## src/pfm_defs.svh

```systemverilog
// Constants for the port pin function multiplexer.
// Assumes inclusion by bare name from design files.
`ifndef PFM_DEFS_SVH
`define PFM_DEFS_SVH
`define PFM_PINS 8
`define PFM_PIN_TIMER_W_OUT_SELECT 0
`define PFM_PIN_TIMER_FL_OUT_SELECT 1
`define PFM_PIN_TIMER_FH_OUT_SELECT 2
`define PFM_PIN_CAPT 3
`define PFM_PIN_PWM 4
`define PFM_PIN_INT1 5
`define PFM_PIN_INT2 6
`define PFM_PIN_INT3 7
`define PFM_CLK_MODE_EXT 3'h7
`define PFM_FCLK_SEL_EXT 3'h0
`define PFM_BYTE_RESET 8'h00
`endif

```

## src/pfm_pkg.sv

```systemverilog
// Types for the port pin function multiplexer.
// Assumes pfm_defs.svh is on the include path.
`include "pfm_defs.svh"
package pfm_pkg;
    typedef enum logic [4:0] {
        PFM_MODE_ACTIVE = 5'h01,
        PFM_MODE_SUBACTIVE = 5'h02,
        PFM_MODE_HOLD = 5'h04,
        PFM_MODE_STANDBY = 5'h08,
        PFM_MODE_RESET = 5'h10
    } pfm_mode_t;
    typedef struct packed {
        logic [7:0] oe;
        logic [7:0] out;
        logic [7:0] pull_on;
    } pfm_pad_t;
    typedef struct packed {
        pfm_mode_t mode;
        logic [7:0] sync1;
        logic [7:0] sync2;
        pfm_pad_t pad;
    } pfm_state_t;
endpackage

```

## src/pfm_pin_cell.sv

```systemverilog
// One port pin: selects general I/O or alternate function.
// Assumes all inputs are on ref_clk except pad_sync (already synced).
`timescale 1ns/1ps
`default_nettype none
module pfm_pin_cell (
    input wire logic alt_sel,
    input wire logic alt_is_out,
    input wire logic alt_out,
    input wire logic dir_bit,
    input wire logic data_bit,
    input wire logic pullup_bit,
    input wire logic pad_sync,
    output logic oe,
    output logic out,
    output logic pull_on,
    output logic read_bit
);
    always_comb begin
        // Alternate function ignores dir_bit and data latch for oe and out only; pull_on and read_bit still use dir_bit
        oe = alt_sel ? alt_is_out : dir_bit;
        out = alt_sel ? alt_out : data_bit;
        pull_on = ~dir_bit & pullup_bit;
        read_bit = dir_bit ? data_bit : pad_sync;
    end
endmodule
`default_nettype wire

```

## src/pfm_port_mux.sv

```systemverilog
// Pin-function multiplexer and mode-dependent pin states for an 8-bit port.
// Assumes register bits come from ref_clk logic; pad inputs are async.
`timescale 1ns/1ps
`default_nettype none
`include "pfm_defs.svh"
module pfm_port_mux (
    input wire logic ref_clk,
    input wire logic srst,
    input wire logic [7:0] pin_function_select_reg,
    input wire logic [7:0] dir_reg,
    input wire logic [7:0] port_data_latch,
    input wire logic [7:0] pullup_reg,
    input wire logic [2:0] timer_f_clk_sel,
    input wire logic [2:0] timer_c_mode,
    input wire logic [2:0] timer_b_mode,
    input wire logic pwm_out,
    input wire logic timer_fh_out,
    input wire logic timer_fl_out,
    input wire logic timer_w_out,
    input wire pfm_pkg::pfm_mode_t op_mode,
    input wire logic [7:0] pad_in,
    output logic [7:0] pad_out,
    output logic [7:0] pad_oe,
    output logic [7:0] pad_pullup,
    output logic [7:0] port_read,
    output logic ext_int3_in,
    output logic ext_int2_in,
    output logic ext_int1_in,
    output logic timer_f_clock_in,
    output logic timer_c_clock_in,
    output logic timer_b_clock_in,
    output logic capture_in
);
    // Pin map
    // 7: general I/O or interrupt 3, timer F clock in
    // 6: general I/O or interrupt 2, timer C clock in
    // 5: general I/O or interrupt 1, timer B clock in
    // 4: general I/O or PWM out
    // 3: general I/O or capture in
    // 2: general I/O or timer FH out
    // 1: general I/O or timer FL out
    // 0: general I/O or timer W out

    // Registered state, pad synchroniser included
    pfm_pkg::pfm_state_t st;
    pfm_pkg::pfm_state_t next_st;

    // Second synchroniser stage, the only one logic reads
    logic [7:0] sync2;

    // Alternate output drive per pin
    logic [7:0] alt_is_out;
    logic [7:0] alt_out;

    // Pin cell results for functional modes
    logic [7:0] f_oe;
    logic [7:0] f_out;
    logic [7:0] f_pu;

    // Pad sets for functional, standby and off modes
    pfm_pkg::pfm_pad_t func_pad;
    pfm_pkg::pfm_pad_t stby_pad;
    pfm_pkg::pfm_pad_t off_pad;

    // Decoded selects of the input pins
    logic int3_sel;
    logic int2_sel;
    logic int1_sel;
    logic capt_sel;

    // Timer clock source decodes
    logic f_clk_ext;
    logic c_clk_ext;
    logic b_clk_ext;

    // Select and clock source decodes
    always_comb begin
        int3_sel = pin_function_select_reg[`PFM_PIN_INT3];
        int2_sel = pin_function_select_reg[`PFM_PIN_INT2];
        int1_sel = pin_function_select_reg[`PFM_PIN_INT1];
        capt_sel = pin_function_select_reg[`PFM_PIN_CAPT];
        f_clk_ext = timer_f_clk_sel == `PFM_FCLK_SEL_EXT;
        c_clk_ext = timer_c_mode == `PFM_CLK_MODE_EXT;
        b_clk_ext = timer_b_mode == `PFM_CLK_MODE_EXT;
    end

    // Alternate outputs per pin
    always_comb begin
        alt_is_out = `PFM_BYTE_RESET;
        alt_out = `PFM_BYTE_RESET;
        // Input alternates never drive their pins
        alt_is_out[`PFM_PIN_INT3] = 1'b0;
        alt_is_out[`PFM_PIN_INT2] = 1'b0;
        alt_is_out[`PFM_PIN_INT1] = 1'b0;
        alt_is_out[`PFM_PIN_CAPT] = 1'b0;
        // PWM output
        alt_is_out[`PFM_PIN_PWM] = 1'b1;
        alt_out[`PFM_PIN_PWM] = pwm_out;
        // Timer F halves
        alt_is_out[`PFM_PIN_TIMER_FH_OUT_SELECT] = 1'b1;
        alt_out[`PFM_PIN_TIMER_FH_OUT_SELECT] = timer_fh_out;
        alt_is_out[`PFM_PIN_TIMER_FL_OUT_SELECT] = 1'b1;
        alt_out[`PFM_PIN_TIMER_FL_OUT_SELECT] = timer_fl_out;
        // Timer W output
        alt_is_out[`PFM_PIN_TIMER_W_OUT_SELECT] = 1'b1;
        alt_out[`PFM_PIN_TIMER_W_OUT_SELECT] = timer_w_out;
    end

    genvar i;
    generate
        for (i = 0; i < `PFM_PINS; i++) begin : g_pin
            pfm_pin_cell u_cell (
                .alt_sel(pin_function_select_reg[i]),
                .alt_is_out(alt_is_out[i]),
                .alt_out(alt_out[i]),
                .dir_bit(dir_reg[i]),
                .data_bit(port_data_latch[i]),
                .pullup_bit(pullup_reg[i]),
                .pad_sync(sync2[i]),
                .oe(f_oe[i]),
                .out(f_out[i]),
                .pull_on(f_pu[i]),
                .read_bit(port_read[i])
            );
        end
    endgenerate

    // Input routing; interrupt masking is left to software
    always_comb begin
        ext_int3_in = int3_sel
            & sync2[`PFM_PIN_INT3];
        timer_f_clock_in = ext_int3_in
            & f_clk_ext;
        ext_int2_in = int2_sel
            & sync2[`PFM_PIN_INT2];
        timer_c_clock_in = ext_int2_in
            & c_clk_ext;
        ext_int1_in = int1_sel
            & sync2[`PFM_PIN_INT1];
        timer_b_clock_in = ext_int1_in
            & b_clk_ext;
        capture_in = capt_sel
            & sync2[`PFM_PIN_CAPT];
    end

    // Pad sets per mode class
    always_comb begin
        // Functional modes
        func_pad.oe = f_oe;
        func_pad.out = f_out;
        func_pad.pull_on = f_pu;
        // Standby floats, pulled-up pins read high
        stby_pad.oe = `PFM_BYTE_RESET;
        stby_pad.out = `PFM_BYTE_RESET;
        stby_pad.pull_on = f_pu;
        // Reset and unknown codes
        off_pad.oe = `PFM_BYTE_RESET;
        off_pad.out = `PFM_BYTE_RESET;
        off_pad.pull_on = `PFM_BYTE_RESET;
    end

    // Next state: synchroniser and mode-dependent pads
    always_comb begin
        next_st = st;
        next_st.mode = op_mode;
        next_st.sync1 = pad_in;
        next_st.sync2 = st.sync1;
        case (op_mode)
            pfm_pkg::PFM_MODE_ACTIVE,
            pfm_pkg::PFM_MODE_SUBACTIVE: begin
                next_st.pad = func_pad;
            end
            pfm_pkg::PFM_MODE_HOLD: begin
                // Sleep, subsleep and watch keep the pads
                next_st.pad = st.pad;
            end
            pfm_pkg::PFM_MODE_STANDBY: begin
                next_st.pad = stby_pad;
            end
            default: begin
                // Reset mode and unknown codes float
                next_st.pad = off_pad;
            end
        endcase
        if (srst) begin
            next_st.mode = pfm_pkg::PFM_MODE_RESET;
            next_st.sync1 = `PFM_BYTE_RESET;
            next_st.sync2 = `PFM_BYTE_RESET;
            next_st.pad = off_pad;
        end
    end

    // Single state register
    always_ff @(posedge ref_clk) begin
        st <= next_st;
    end

    // Registered pad drive and synchronised levels
    always_comb begin
        pad_oe = st.pad.oe;
        pad_out = st.pad.out;
        pad_pullup = st.pad.pull_on;
        sync2 = st.sync2;
    end
endmodule
`default_nettype wire

```

## config.mk

```make
export PLATFORM = sky130hd
export DESIGN_NAME = pfm_port_mux
export DESIGN_NICKNAME = d
export VERILOG_FILES = /design/src/pfm_pkg.sv /design/src/pfm_pin_cell.sv /design/src/pfm_port_mux.sv
export VERILOG_INCLUDE_DIRS = /design/src
export SDC_FILE = /design/constraint.sdc
export NUM_CORES = 1
export LEC_CHECK = 0
export BUFFER_PORTS_ARGS = -buffer_cell sky130_fd_sc_hd__buf_4
export CAP_MARGIN = 10
export CORE_AREA = 3 3 87 89
export DETAILED_ROUTE_END_ITERATION = 16
export DIE_AREA = 0 0 90 92
export PLACE_DENSITY_LB_ADDON = 0.08
export SLEW_MARGIN = 20
export SYNTH_ARGS = -nofsm -noshare
export SYNTH_HDL_FRONTEND = slang
export SYNTH_SLANG_ARGS = --single-unit
```

## constraint.sdc

```tcl
create_clock -name ref_clk -period 2.5 [get_ports ref_clk]
set_clock_uncertainty 0.05 [all_clocks]
set_input_delay 0.5 -clock ref_clk [delete_from_list [all_inputs] [get_ports ref_clk]]
set_output_delay 0.5 -clock ref_clk [all_outputs]
set_load 0.01 [all_outputs]
```

# Word-level counts from Yosys, hierarchy flattened
# Index checks and enable logic that the tools add are counted.
# Widths: inputs -> output; s select.
[totals]
reg_bits = 40
inputBits = 60
output_inout_bits = 39
elab_cells = 61
[op_classes]
n_eq_ne = 6
muxes = 25
bitwise = 23
n_reduce_logical = 2
[ops]
columns = ["op", "count"]
rows = [
  ["$pmux 24 s3", 1],
  ["$mux 1", 24],
  ["$and 1x1->1", 15],
  ["$not 1->1", 8],
  ["$eq 3x3->1 const B", 2],
  ["$eq 5x1->1 const B", 1],
  ["$eq 5x2->1 const B", 1],
  ["$eq 5x3->1 const B", 1],
  ["$eq 5x4->1 const B", 1],
  ["$logic_not 3->1", 1],
  ["$reduce_or 2->1", 1],
]

# Logic depth before layout (Yosys ltp)
[depth]
word_depth = 3
depth_mapped = 4
ltp_nobuf = 3

# By module
# From an unflattened synthesis, not the netlist that was laid out.
[hier_totals]
hier_cells = 194
hier_area_um2 = 1975.6
[by_module_without_submodules]
columns = ["module", "instances", "cells_each", "area_per_inst_um2", "seq_area_each_um2"]
rows = [
  ["pfm_port_mux", 1, 162, 1645.3, 800.8],
  ["pfm_pin_cell", 8, 4, 41.3, 0.0],
]

# Least setup slack after synthesis
# OpenSTA, ideal clock, no wires.
[synth_timing]
path_type = "input-to-output"
startpoint = "in pin_function_select_reg[7]"
endpoint = "out timer_f_clock_in"
arrival_time_ns = 1.108
required_ns = 1.950
setup_slack_ns = 0.842
stages = 2
path_buffers = 0
path_cell_list = "and2_1 nor4b_1"
[synth_via]
elab_chain_len = 2
[synth_rtl]
columns = ["item", "line_no", "rtl"]
rows = [
  ["from (decl)", "pfm_port_mux.sv:9", "input wire logic [7:0] pin_function_select_reg,"],
  ["$and 1x1->1", "pfm_port_mux.sv:130", "ext_int3_in = int3_sel"],
  ["$and 1x1->1", "pfm_port_mux.sv:133", "& f_clk_ext;"],
  ["to (decl)", "pfm_port_mux.sv:29", "output logic timer_f_clock_in,"],
]
# No other way between the ends.

# Worst setup path after layout
[layout_timing]
startpoint = "reg st, in the netlist sync2[7]"
endpoint = "out timer_f_clock_in"
[layout_via]
elab_chain_len = 2
[layout_rtl]
columns = ["item", "line_no", "rtl"]
rows = [
  ["from (decl)", "pfm_port_mux.sv:45", "pfm_pkg::pfm_state_t st;"],
  ["from (signal assigned)", "pfm_port_mux.sv:195", "st <= next_st;"],
  ["$and 1x1->1", "pfm_port_mux.sv:130", ""],
  ["$and 1x1->1", "pfm_port_mux.sv:133", ""],
]
# No other way between the ends.

==> qor.txt <==
Final Hold Violating Endpoints -> 0
M1 GR Usage -> 15.9%
met2 Use GR -> 19.2%
Resized cells post-CTS -> 0
number of setup violations in the final report -> 0
VDD IR max -> 0.192 mV
hpwl dp -> 3.88 mm
Vias -> 1534
Area Growth Syn to Fin -> 37.4%
EDFF count, synth -> 0
nets -> 315
min cycle time layout -> 1.71 ns
Clk pin slew, worst setup/hold paths -> 0.08 ns
Fillers -> 732
relative slew slack -> 73.6%
Worst Tran Pin Value -> 0.395 ns
setup TNS -> 0 ns
CP Max Fanout -> 2
post-route setup slack -> 0.789 ns
n_diodes -> 0
Die H -> 92 um
Leakage Power -> 1.14 nW
Synthesis Warnings -> 0
top_reg_cell synth -> dfxtp_1
vias per cell -> 4.36
synth top area cells -> dfxtp_1, buf_4, mux2_2
CP peak stage delay -> 0.34 ns
Post-CTS Setup Inserts -> 0
#FFs+latches synth -> 40
Power Density -> 530 nW/um^2
leading cell type by number of instances after synthesis -> dfxtp_1
IO Pins -> 99
Syn Area/Cell -> 10.1 um^2
GRT Util Overall -> 12.2%
Worst Path Required -> 1.95 ns
max cap viols -> 0
port buffer count -> 98
area of the multi-input gates -> 785 um^2
Netlist cell types -> 24
critical path, cell by cell -> and2_1 > nor4b_1 > buf_4
routability cong. -> 0.657
nature of the critical path startpoint -> flip-flop
Max H-tree Level -> 2
mapped cell area -> 1890 um^2
Syn Inst Count -> 188
Clock Path Buffers -> 2
Critical-path top delay cell -> dfxtp_1
vias in the first global route -> 1548
Residual DRC -> 0
die area -> 8280 um^2
clock latency on the worst-skew pair -> 0.29 ns
gr busiest metal -> met2
cell row count -> 30
syn_nets -> 248
Placement Setup Slack -> 0.810 ns
Initial Util -> 27.7%
f_max -> 584 MHz
Critical Path AT -> 1.16 ns
synth cell count leaders -> dfxtp_1, buf_4, a21oi_1, nand3b_1, nor2b_1
Post-synth ARST share -> 0%
largest net degree at the start of global routing -> 35
initial antenna violation count -> 0
worst min-delay path category -> in -> reg
root buffer cell -> clkbuf_8
WS Path Type -> reg -> out
RSZ-0062 raised after global routing -> no
Core Box Area -> 6830 um^2
outcome -> finished clean
WL final -> 5.09 mm
Hold-fix buffers, CTS -> 0
CTS Sinks -> 40
WL/cell -> 14.4 um
Final Cycle Share -> 68.5%
Die W -> 90 um
ANT nets after route -> 0
cts bufs inserted -> 5
1st-iter DRT viols -> 40
DR pass1 iterations -> 4
M3 GR Usage -> 4.02%
crit end category -> output port
first-pass GRT wire length -> 8.06 mm
CP Buf/Inv Count -> 1
share of layout cells above drive strength 1 -> 48.4%
CP delay by family, top -> simple AND/OR/NAND/NOR gates
Hold WS -> 0.361 ns
Power, Total -> 0.00138 W
post-synth top area cell -> dfxtp_1
Reg area -> 801 um^2
sequential area share after synthesis -> 42.3%
top cell type's share of synthesized area -> 42.3%
GRT overflow -> 0
max-slew violations -> 0
CTS tree -> built
power breakdown:
group	internal (W)	switching, W	total (W)	leakage, nW
clock network	0.000296	0.000227	0.000523	0.0552
logic	0.000115	0.0000831	0.000199	0.755
registers	0.000653	0.00000522	0.000658	0.326
cell type report:
type                       instances  area share, %
sequential                        40           30.8
clock inverter                     2           1.35
multi-input combinational         99           30.2
clock buffer                       6           2.79
inverter                           8           1.15
tap                               96           4.62
timing repair buffer             101           29.1
cells in the final DEF (no fill, tap or decap), drive strengths merged:
cell    count
inv         8
and4        2
a21oi      16
o211ai      4
dfxtp      40
nor2b      16
clkinv      1
a32o        8
nor3b       1
bufinv      1
nand3       4
xor2        2
nand3b     16
clkbuf      6
o21ai       1
nand4b      8
mux2       12
buf       101
o211a       1
nor3        2
and2        4
nor4b       2
path summary, 6_finish.rpt:
kind	endpoint	depth (start not counted)	startpoint	slack (ns)
worst min-delay path	st[39]	2	pad_in[7]	0.36
worst min register to register	sync2[0]	1	st[32]	0.39
worst max-delay path	timer_f_clock_in	3	sync2[7]	0.79
worst max register to register	pad_out[4]	2	pad_out[4]	1.81
metrics by stage:
stage / cells / area, um^2 / util, %
3_3_place_gp: 344 / 2490 / 36.5
6_report: 352 / 2600 / 38.1
2_1_floorplan: 188 / 1890 / -
4_1_cts: 352 / 2600 / 38.1
3_5_place_dp: 344 / 2490 / 36.5
5_1_grt: 352 / 2600 / 38.1
cells by family (layout without fill, tap and decap cells):
group	Yosys count	after routing	share of synthesized area, %
XOR/XNOR	2	2	1.32
AO/OA/AOI/OAI	30	30	10.8
buffers and inverters	49	117	16.3
AND/OR/NAND/NOR	55	55	22.1
flip-flops	40	40	42.3
multiplexers	12	12	7.14
flip-flops by register name, summed over array words and instances, names as in the netlist:
register and cells:
st 8, sync2 8, pad_oe 8, pad_pullup 8, pad_out 8
layer usage:
| metal | share of wire [%] | up-vias |
|---|---|---|
| met5 | 0 | - |
| met3 | 6.6 | 5 |
| met1 | 46 | 708 |
| met2 | 46 | 59 |
| li1 | - | 762 |
| met4 | 1.0 | 0 |
(Power assumes the default switching activity.)
